File: config.mk
export PLATFORM = sky130hd
export DESIGN_NAME = input_debounce_filter
export DESIGN_NICKNAME = d
export VERILOG_FILES = /design/src/input_filter_pkg.sv /design/src/dc_level_qualifier.sv /design/src/ac_halfwave_scanner.sv /design/src/input_debounce_filter.sv
export VERILOG_INCLUDE_DIRS = /design/src /design/src/src
export SDC_FILE = /design/constraint.sdc
export NUM_CORES = 1
export LEC_CHECK = 0
export ABC_AREA = 1
export ABC_CLOCK_PERIOD_IN_PS = 3300
export BUFFER_PORTS_ARGS = -buffer_cell sky130_fd_sc_hd__clkbuf_2
export CAP_MARGIN = 20
export CORE_UTILIZATION = 50
export DETAILED_ROUTE_END_ITERATION = 8
export PLACE_DENSITY = 0.7
export SYNTH_ARGS = -nofsm -noshare
export SYNTH_HDL_FRONTEND = slang
export SYNTH_SLANG_ARGS = --single-unit
File: constraint.sdc
create_clock -name sys_clk -period 3.3 [get_ports sys_clk]
set_input_delay 0 -clock sys_clk [delete_from_list [all_inputs] [get_ports sys_clk]]
set_output_delay 0 -clock sys_clk [all_outputs]
set_load 0.1 [all_outputs]
File: src/input_filter_cfg.svh
// timing and layout constants of the local input filter
// assumes a 100 MHz system clock and a microsecond filter tick
`ifndef INPUT_FILTER_CFG_SVH
`define INPUT_FILTER_CFG_SVH

`define CLK_NS 10
`define TICK_NS 1000
`define TICK_CYC (`TICK_NS / `CLK_NS)
`define TICK_W 7
`define CNT_W 16
`define NUM_IN 12
`define NUM_FAST 3

// filter times in microseconds
`define DC_DEBOUNCE_US 20000
`define DC_ON_FAST_US 25
`define DC_ON_SLOW_US 250
`define DC_OFF_FAST_US 25
`define DC_OFF_LONG_US 400
`define DC_OFF_SHORT_US 200
`define AC_LONG_50_US 40000
`define AC_LONG_60_US 33300
`define AC_SHORT_50_US 20000
`define AC_SHORT_60_US 16700

// input index groups
`define FAST_GROUP_LAST 3
`define OFF_SEL_BIT 1

`endif

File: src/input_filter_pkg.sv
// types shared by the local input filter and its channel modules
// assumes the constants of input_filter_cfg.svh
`include "input_filter_cfg.svh"

package input_filter_pkg;

  typedef struct packed {
    logic ac_unit;
    logic debounce_en;
    logic mains_60hz;
  } filter_cfg_t;

  typedef struct packed {
    logic [`NUM_IN-1:0] expansion_input_contact;
    logic [`NUM_IN-1:0] local_input_terminal;
  } input_image_t;

  typedef struct packed {
    logic [`CNT_W-1:0] fast_counter_c;
    logic [`CNT_W-1:0] fast_counter_b;
    logic [`CNT_W-1:0] fast_counter_a;
  } fast_counts_t;

endpackage : input_filter_pkg

File: src/dc_level_qualifier.sv
// one DC input channel: level must hold for a time before the contact follows
// assumes a one-cycle tick pulse every microsecond and limits of at least 1
`timescale 1ns/1ps
`include "input_filter_cfg.svh"

module dc_level_qualifier (
  // clock and reset
  input wire logic sys_clk,
  input wire logic rst,
  // timing
  input wire logic tick,
  input wire logic [`CNT_W-1:0] on_ticks,
  input wire logic [`CNT_W-1:0] off_ticks,
  // signal
  input wire logic raw,
  output logic filtered
);
  import input_filter_pkg::*;

  typedef struct packed {
    logic filt;
    logic [`CNT_W-1:0] cnt;
  } dc_state_t;

  dc_state_t st;
  dc_state_t next_st;
  logic [`CNT_W-1:0] limit;

  always_comb begin
    next_st = st;
    limit = st.filt ? off_ticks : on_ticks;
    if (raw == st.filt) begin
      // any return to the old level restarts qualification
      next_st.cnt = '0;
    end else if (tick) begin
      if (st.cnt + `CNT_W'(1) >= limit) begin
        next_st.filt = raw;
        next_st.cnt = '0;
      end else begin
        next_st.cnt = st.cnt + `CNT_W'(1);
      end
    end
  end

  always_ff @(posedge sys_clk) begin
    if (rst) begin
      st <= '0;
    end else begin
      st <= next_st;
    end
  end

  assign filtered = st.filt;

endmodule : dc_level_qualifier

File: src/ac_halfwave_scanner.sv
// one AC input channel: looks for positive half-waves within each scan window
// assumes scan_end pulses once at the end of every scan period
`timescale 1ns/1ps

module ac_halfwave_scanner (
  // clock and reset
  input wire logic sys_clk,
  input wire logic rst,
  // control
  input wire logic scan_end,
  input wire logic debounce_en,
  // signal
  input wire logic raw,
  output logic filtered
);
  import input_filter_pkg::*;

  typedef struct packed {
    logic filt;
    logic seen;
    logic prev_hit;
  } ac_state_t;

  ac_state_t st;
  ac_state_t next_st;
  logic hit;

  always_comb begin
    next_st = st;
    hit = st.seen | raw;
    next_st.seen = hit;
    if (scan_end) begin
      next_st.seen = 1'b0;
      next_st.prev_hit = hit;
      if (debounce_en) begin
        // two agreeing scans in a row
        if (hit && st.prev_hit) begin
          next_st.filt = 1'b1;
        end else if (!hit && !st.prev_hit) begin
          next_st.filt = 1'b0;
        end
      end else begin
        next_st.filt = hit;
      end
    end
  end

  always_ff @(posedge sys_clk) begin
    if (rst) begin
      st <= '0;
    end else begin
      st <= next_st;
    end
  end

  assign filtered = st.filt;

endmodule : ac_halfwave_scanner

File: src/input_debounce_filter.sv
// local input conditioning: DC level qualification or AC half-wave scanning,
// fast pulse counters on raw terminals, and the per-cycle input image
// assumes terminals and control inputs are synchronous to sys_clk and that
// cycle_start is a one-cycle pulse from the program sequencer
`timescale 1ns/1ps
`include "input_filter_cfg.svh"

module input_debounce_filter #(
  parameter logic [`CNT_W-1:0] DC_DEBOUNCE_TICKS = `CNT_W'(`DC_DEBOUNCE_US * 1000 / `TICK_NS),
  parameter logic [`CNT_W-1:0] AC_LONG_50_TICKS = `CNT_W'(`AC_LONG_50_US * 1000 / `TICK_NS),
  parameter logic [`CNT_W-1:0] AC_LONG_60_TICKS = `CNT_W'(`AC_LONG_60_US * 1000 / `TICK_NS),
  parameter logic [`CNT_W-1:0] AC_SHORT_50_TICKS = `CNT_W'(`AC_SHORT_50_US * 1000 / `TICK_NS),
  parameter logic [`CNT_W-1:0] AC_SHORT_60_TICKS = `CNT_W'(`AC_SHORT_60_US * 1000 / `TICK_NS)
) (
  // clock and reset
  input wire logic sys_clk,
  input wire logic rst,
  // configuration
  input input_filter_pkg::filter_cfg_t cfg,
  // terminals
  input wire logic [`NUM_IN-1:0] local_input_terminal,
  input wire logic [`NUM_IN-1:0] expansion_input_contact,
  // program cycle
  input wire logic cycle_start,
  output input_filter_pkg::input_image_t image,
  output logic [`NUM_IN-1:0] filtered_now,
  // fast counters
  input wire logic [`NUM_FAST-1:0] counter_clear,
  output input_filter_pkg::fast_counts_t fast_counts
);
  import input_filter_pkg::*;

  localparam logic [`TICK_W-1:0] TICK_LAST = `TICK_W'(`TICK_CYC - 1);
  localparam logic [`CNT_W-1:0] DC_ON_FAST_TICKS = `CNT_W'(`DC_ON_FAST_US * 1000 / `TICK_NS);
  localparam logic [`CNT_W-1:0] DC_ON_SLOW_TICKS = `CNT_W'(`DC_ON_SLOW_US * 1000 / `TICK_NS);
  localparam logic [`CNT_W-1:0] DC_OFF_FAST_TICKS = `CNT_W'(`DC_OFF_FAST_US * 1000 / `TICK_NS);
  localparam logic [`CNT_W-1:0] DC_OFF_LONG_TICKS = `CNT_W'(`DC_OFF_LONG_US * 1000 / `TICK_NS);
  localparam logic [`CNT_W-1:0] DC_OFF_SHORT_TICKS =
    `CNT_W'(`DC_OFF_SHORT_US * 1000 / `TICK_NS);

  typedef struct packed {
    logic [`TICK_W-1:0] tick_div;
    logic [`CNT_W-1:0] scan_cnt;
    logic [`NUM_FAST-1:0] prev_raw;
    fast_counts_t counts;
    input_image_t image;
  } top_state_t;

  top_state_t st;
  top_state_t next_st;
  logic tick;
  logic scan_end;
  logic [`CNT_W-1:0] scan_period;
  logic [`NUM_IN-1:0] dc_filt;
  logic [`NUM_IN-1:0] ac_filt;

  // undebounced on-delay by input position
  function automatic logic [`CNT_W-1:0] dc_on_time(input int unsigned idx, input logic deb);
    if (deb) begin
      dc_on_time = DC_DEBOUNCE_TICKS;
    end else if (idx < `FAST_GROUP_LAST + 1) begin
      dc_on_time = DC_ON_FAST_TICKS;
    end else begin
      dc_on_time = DC_ON_SLOW_TICKS;
    end
  endfunction : dc_on_time

  // undebounced off-delay: pairs 5,6 / 9,10 long, 7,8 / 11,12 short
  function automatic logic [`CNT_W-1:0] dc_off_time(input int unsigned idx, input logic deb);
    logic [31:0] pos;
    pos = 32'(idx);
    if (deb) begin
      dc_off_time = DC_DEBOUNCE_TICKS;
    end else if (idx < `FAST_GROUP_LAST + 1) begin
      dc_off_time = DC_OFF_FAST_TICKS;
    end else if (!pos[`OFF_SEL_BIT]) begin
      dc_off_time = DC_OFF_LONG_TICKS;
    end else begin
      dc_off_time = DC_OFF_SHORT_TICKS;
    end
  endfunction : dc_off_time

  // scan period for the AC path
  function automatic logic [`CNT_W-1:0] ac_period(input logic deb, input logic hz60);
    logic [1:0] sel;
    sel = {deb, hz60};
    case (sel)
      2'h0: begin
        ac_period = AC_SHORT_50_TICKS;
      end
      2'h1: begin
        ac_period = AC_SHORT_60_TICKS;
      end
      2'h2: begin
        ac_period = AC_LONG_50_TICKS;
      end
      default: begin
        ac_period = AC_LONG_60_TICKS;
      end
    endcase
  endfunction : ac_period

  assign tick = (st.tick_div == TICK_LAST);
  assign scan_period = ac_period(cfg.debounce_en, cfg.mains_60hz);
  assign scan_end = tick && (st.scan_cnt + `CNT_W'(1) >= scan_period);

  genvar gi;
  generate
    for (gi = 0; gi < `NUM_IN; gi++) begin : g_chan
      dc_level_qualifier u_dc (
        .sys_clk(sys_clk),
        .rst(rst),
        .tick(tick),
        .on_ticks(dc_on_time(gi, cfg.debounce_en)),
        .off_ticks(dc_off_time(gi, cfg.debounce_en)),
        .raw(local_input_terminal[gi]),
        .filtered(dc_filt[gi])
      );
      // bounce resolves at the next scan boundary, or after two agreeing scans when debounce_en is set
      ac_halfwave_scanner u_ac (
        .sys_clk(sys_clk),
        .rst(rst),
        .scan_end(scan_end),
        .debounce_en(cfg.debounce_en),
        .raw(local_input_terminal[gi]),
        .filtered(ac_filt[gi])
      );
    end
  endgenerate

  assign filtered_now = cfg.ac_unit ? ac_filt : dc_filt;

  always_comb begin
    next_st = st;
    // microsecond tick divider
    next_st.tick_div = tick ? '0 : st.tick_div + `TICK_W'(1);
    // scan window timer, restarted at each scan end
    if (scan_end) begin
      next_st.scan_cnt = '0;
    end else if (tick) begin
      next_st.scan_cnt = st.scan_cnt + `CNT_W'(1);
    end
    // fast counters take raw terminals, bypassing filter and cycle
    next_st.prev_raw = local_input_terminal[`NUM_FAST-1:0];
    if (counter_clear[0]) begin
      next_st.counts.fast_counter_a = '0;
    end else if (local_input_terminal[0] && !st.prev_raw[0]) begin
      next_st.counts.fast_counter_a = st.counts.fast_counter_a + `CNT_W'(1);
    end
    if (counter_clear[1]) begin
      next_st.counts.fast_counter_b = '0;
    end else if (local_input_terminal[1] && !st.prev_raw[1]) begin
      next_st.counts.fast_counter_b = st.counts.fast_counter_b + `CNT_W'(1);
    end
    if (counter_clear[2]) begin
      next_st.counts.fast_counter_c = '0;
    end else if (local_input_terminal[2] && !st.prev_raw[2]) begin
      next_st.counts.fast_counter_c = st.counts.fast_counter_c + `CNT_W'(1);
    end
    // image loads only at cycle start and holds otherwise
    if (cycle_start) begin
      next_st.image.local_input_terminal = filtered_now;
      next_st.image.expansion_input_contact = expansion_input_contact;
    end
  end

  always_ff @(posedge sys_clk) begin
    if (rst) begin
      st <= '0;
    end else begin
      st <= next_st;
    end
  end

  assign image = st.image;
  assign fast_counts = st.counts;

endmodule : input_debounce_filter

# After elaboration in Yosys (flattened, before gate mapping)
# Cells that the tools add are included.
[totals]
in_bits = 33
elab_cells = 308
out_inout_bits = 84
reg_bits = 338
[op_classes]
bitwise_logic = 24
magnitude_cmp = 13
addsub = 17
mux = 62
n_reduce_logical = 97
eq_ne = 27
[op_table]
columns = ["cell", "n"]
rows = [
  ["$add 16x1->16 const B", 16],
  ["$mux 16", 12],
  ["$mux 15", 12],
  ["$ge 16x16->1", 9],
  ["$ge 16x15->1", 4],
  ["$pmux 16 s3", 1],
  ["$mux 1", 36],
  ["$ne 3x1->1 const B", 12],
  ["$reduce_and 3->1", 12],
  ["$reduce_or 2->1", 17],
  ["$logic_and 1x1->1", 28],
  ["$logic_not 1->1", 27],
  ["$reduce_and 2->1", 12],
  ["$eq 1x1->1", 12],
  ["$mux 12", 1],
  ["$not 1->1", 12],
  ["$or 1x1->1", 12],
  ["$add 7x1->7 const B", 1],
  ["$eq 7x7->1 const B", 1],
  ["$eq 2x1->1 const B", 1],
  ["$eq 2x2->1 const B", 1],
  ["$logic_not 2->1", 1],
]

# Logic depth before layout (Yosys ltp)
[logic_depth]
depth_word = 6
mapped_depth = 23
ltp_nobuf = 22

# By module
# A second synthesis with hierarchy kept.
[hier_totals]
cells_unflattened = 3988
hier_area_um2 = 27107.2
[modules_own_cells]
columns = ["mod", "instances", "area_each_um2", "cells_each", "seq_area_each_um2"]
rows = [
  ["dc_level_qualifier at g_chan[11].u_dc ...", 9, 1676.6, 255, 340.3],
  ["input_debounce_filter", 1, 5509.0, 736, 1961.9],
  ["dc_level_qualifier at g_chan[0].u_dc ...", 3, 1689.1, 255, 340.3],
  ["ac_halfwave_scanner", 12, 120.1, 16, 60.1],
]

# Least setup slack after synthesis
# Ideal clock, no wire load.
[synth_path]
kind = "input to register"
from = "input cfg[1] (netlist bit)"
to = "register g_chan[11].u_ac.st[0] (netlist bit)"
setup_ps = 122
slack_ps = -373
arrival_ps = 3551
required_time_ps = 3178
cell_stages = 20
path_buffers = 2
path_cell_list = "inv_1 > clkbuf_1 > ha_1 > inv_1 > ha_1 > nor2_1 > nor2_1 > nand2_1 > nand2_1 > nand2_1 > nand2_1 > nand2_1 > nand2_1 > nand3_1 > nand3_2 > nand2_4 > inv_2 > buf_4 > nand3_1 > o21ai_0"
[synth_via]
elab_chain_len = 4
elab_cells_between_ends = 6
classes_between = "order compare: 1; eq/ne: 2; mux: 1; reduce/logical: 2"
[synth_lines]
columns = ["element", "line_no", "text"]
rows = [
  ["start: declaration", "input_debounce_filter.sv:19", "input input_filter_pkg::filter_cfg_t cfg,"],
  ["$eq 2x2->1 (tied with other cells)", "input_debounce_filter.sv:87", "case (sel)"],
  ["$pmux 16 s3 *", "input_debounce_filter.sv:87", ""],
  ["$ge 16x16->1 *", "input_debounce_filter.sv:105", "assign scan_end = tick && (st.scan_cnt + `CNT_W'(1) >= scan_period);"],
  ["$logic_and 1x1->1 *", "input_debounce_filter.sv:105", ""],
  ["end signal: assignment", "ac_halfwave_scanner.sv:52", "st <= next_st;"],
  ["end: declaration", "ac_halfwave_scanner.sv:24", "ac_state_t st;"],
]
# Mark *: on every way between the ends. The rest lies on a longest branch, timed or not.
# A chain may end at the register's enable or synchronous reset.

# Final worst setup path
[layout_path]
from = "register g_chan[5].u_dc.st[0] (netlist bit)"
to = "register g_chan[5].u_dc.st, in the netlist g_chan[5].u_dc.filtered"
[layout_via]
elab_chain_len = 3
[layout_lines]
columns = ["element", "line_no", "text"]
rows = [
  ["start: declaration", "dc_level_qualifier.sv:25", "dc_state_t st;"],
  ["start signal: assignment", "dc_level_qualifier.sv:49", "st <= next_st;"],
  ["$add 16x1->16", "dc_level_qualifier.sv:36", "if (st.cnt + `CNT_W'(1) >= limit) begin"],
  ["$ge 16x16->1", "dc_level_qualifier.sv:36", ""],
  ["$reduce_and 3->1 (no source line)", "--", ""],
]
# No other way between the ends.

==> results.ini <==
[routing]
routed_wl_um = 52900
viasPerCell = 5.12
ant_nets = 0
drc_errors = 0
wl_per_cell_um = 13.0
num_vias = 20800
drt-pass1-iter-count = 8
drtIter0Drc = 1242

[timing]
slew_viol_final = 0
clock_skew_ps = 30.7
worstMarginPinSlew_ps = 1100
finalHoldViolCount = 0
setup_tns_ps = 0
max_slew_margin = 0.268
timing.fmax_mhz = 335
whs_ps = 27.6
worst_slack_ps = 313
finalCritPeriodShare = 0.905
setup_viol = 0
period_needed_ps = 2990

[clocking]
clock_path_buffers = 3
cts.sinks = 338
clk_latency_ps = 580
clkTransAtPathRegs_ps = 60
post_cts_buffers = 0
ctsRootBufferMaster = clkbuf_16
h-tree-depth = 2
cts_tree = done
cts_buffers = 40

[setup_path]
rrSetupSlack_ps = 310
slowest_delay_ps = 400
crit_path_cell_trace = ha_1, nand3_1, nor2_1, nand3_1, nor3_1, xnor2_1, inv_1, ha_1, nand3_1, inv_1, nand2_1, nand2_1, nor2_4, nand3_1, a21oi_1, nor2_1
worstSetupPathType = register to register
rr_worst_depth = 16
endpoint_kind = register
worst_path_dominant_cell_family = simple AND/OR/NAND/NOR gates
crit_buf_inv = 2
r2r-end = g_chan[5].u_dc.filtered
slowest_stage = dfxtp_1
critPathArrivalTime_ps = 3450
cp.depth = 16
cp_common_cell = nand3_1
r2r-start = g_chan[5].u_dc.st[0]
worst_ep_required_time_ps = 3770
start_kind = register
crit_path_max_fanout = 16

[cells_and_area]
nFillCells = 4294
stdcell_area_mm2 = 0.0249
area_delta_synth_final_pct = 11.4
finalNonFillerCells = 4064
layout_common_cells = nand2_1 (730), nor2_1 (451), inv_1 (414)
drive_above_1_share = 0.0841
final_nets = 3626
multiInputGateArea_mm2 = 0.0129
regArea_mm2 = 0.00677
layout_commonest_cell = nand2_1

[worst_hold_path]
min_to = image[9]
hp-class = input pin to register
min_from = rst
whs_path_depth = 4

[synthesis]
syn_avg_cell_area_um2 = 6.61
synth_ff_type = dfxtp_1
synth_cell_types = 49
yosysWarnings = 0
synthCells = 3376
yosys_register_bits = 338
ys_async_sr_fraction = 0
synth_edf_count = 0
synth_top_cell_by_area = dfxtp_1
synth_area_mm2 = 0.0223
synth_top_area_share = 0.303
synth_area_leaders = dfxtp_1 (30%), nand2_1 (12%), ha_1 (8.5%)
ys_seq_area_frac = 0.303
synthesis.nets = 3561

[floorplan]
initial_core_util = 0.506
rows = 77
die_h_um = 213
die_area_mm2 = 0.0455
num_io_pins = 117
die_w_um = 213
coreArea_mm2 = 0.0441

[run]
cap_viol_max_count = 0

[placement]
dpl.hpwl_um = 35900
gp_congestion = 0.851
io_buffers = 116
dpl_cell_area_mm2 = 0.0230
place_inst = 3951
pre_cts_ws_ps = 131

[global_routing]
grt_overflow_total = 0
grt_pass1_wl_um = 89100
antenna_found_initial = 2
grt.total_usage = 0.233
grt_pass1_vias = 19000
grt_max_degree = 244

[pwr]
sw_frac_of_total = 0.243
seq_power_share = 0.433
power_switching_w = 0.00232
peakVddDrop_mv = 0.443
power.density_mw_per_mm2 = 384
p_int_w = 0.00722
pwr-share-clk = 0.501
leakage_nw = 10.4
share_comb_of_total_power = 0.066

[outcome]
status = complete, no violations

power groups by stage:
| stage | sequential, W | clock [W] | combinational, W |
|---|---|---|---|
| detailed placement | 0.00422 | 0 | 0.000585 |
| global route | 0.00414 | 0.00504 | 0.000699 |
| global placement | 0.00422 | 0 | 0.000580 |
| finish | 0.00413 | 0.00478 | 0.000629 |
| CTS | 0.00413 | 0.00489 | 0.000626 |
| floorplan | 0.00422 | 0 | 0.000452 |
per-stage QoR:
stage               utilization  power [W]
global route              0.563    0.00988
detailed placement        0.521    0.00481
finish                    0.563    0.00954
global placement          0.521    0.00480
CTS                       0.562    0.00965
floorplan                     -    0.00467
worst max-delay path by stage:
stage	start	end	slack (ps)
finish	g_chan[5].u_dc.st[0]	g_chan[5].u_dc.filtered	310
global route	g_chan[4].u_dc.st[0]	g_chan[4].u_dc.st[10]	-3
CTS	g_chan[8].u_dc.st[0]	g_chan[8].u_dc.filtered	120
detailed placement	g_chan[8].u_dc.st[0]	g_chan[8].u_dc.filtered	130
global placement	g_chan[8].u_dc.st[0]	g_chan[8].u_dc.filtered	190
floorplan	g_chan[10].u_dc.filtered	image[10]	370
worst register-to-register path: stages (launching register included):
cell	delay (ps)
dfxtp_1	400
ha_1	220
nand3_1	140
nor2_1	220
nand3_1	160
nor3_1	220
xnor2_1	170
inv_1	60
ha_1	260
nand3_1	130
inv_1	50
nand2_1	50
nand2_1	80
nor2_4	350
nand3_1	160
a21oi_1	160
nor2_1	60
cell usage after synthesis (all sizes together) (3+ instances only):
master and n:
a211oi 4, a21o 4, a21oi 312, and2 5, buf 124, clkbuf 65, dfxtp 338, ha 152
inv 418, nand2 739, nand3 184, nand3b 14, nand4 175, nor2 475, nor3 54, nor3b 4
nor4 5, o21a 7, o21ai 138, o21bai 13, or2 3, xnor2 37, xor2 97
per-layer routing:
metal	global-route usage	vias up	share of wire
li1	-	11100	-
met2	0.397	375	0.45
met5	0	-	0.00025
met4	0.0539	2	0.017
met3	0.0381	69	0.050
met1	0.306	9294	0.48
cell type report:
type / instances / area share
antenna: 1 / 0.000101
clock buffer: 54 / 0.0448
clock inverter: 18 / 0.0123
inverter: 418 / 0.0634
multi-input combinational: 2431 / 0.519
sequential: 338 / 0.272
tap: 592 / 0.0298
timing repair buffer: 212 / 0.0583
kinds of logic (layout without fill, tap and decap cells):
family | after synthesis | in the layout | share of synthesized area
compound gates | 485 | 485 | 0.113
simple gates | 1660 | 1660 | 0.326
other cells | 0 | 1 | 0
fa+ha+maj | 152 | 152 | 0.0853
xor+xnor | 134 | 134 | 0.0526
buf+inv | 607 | 702 | 0.120
flops | 338 | 338 | 0.303
sequential cells by signal, indices dropped and copies added, names as in the netlist:
signal	flops
fast_counts	48
g_chan.u_ac.filtered	12
g_chan.u_ac.st	24
g_chan.u_dc.filtered	12
g_chan.u_dc.st	192
image	24
st	26
what timing repair did:
action / CTS / global route
endpoints found under the setup margin: 0 / 63
resized for setup: 0 / 9
endpoints found under the hold margin: 209 / 0
hold buffers: 39 / 0
Note: power is estimated with default switching activity, not from simulation.
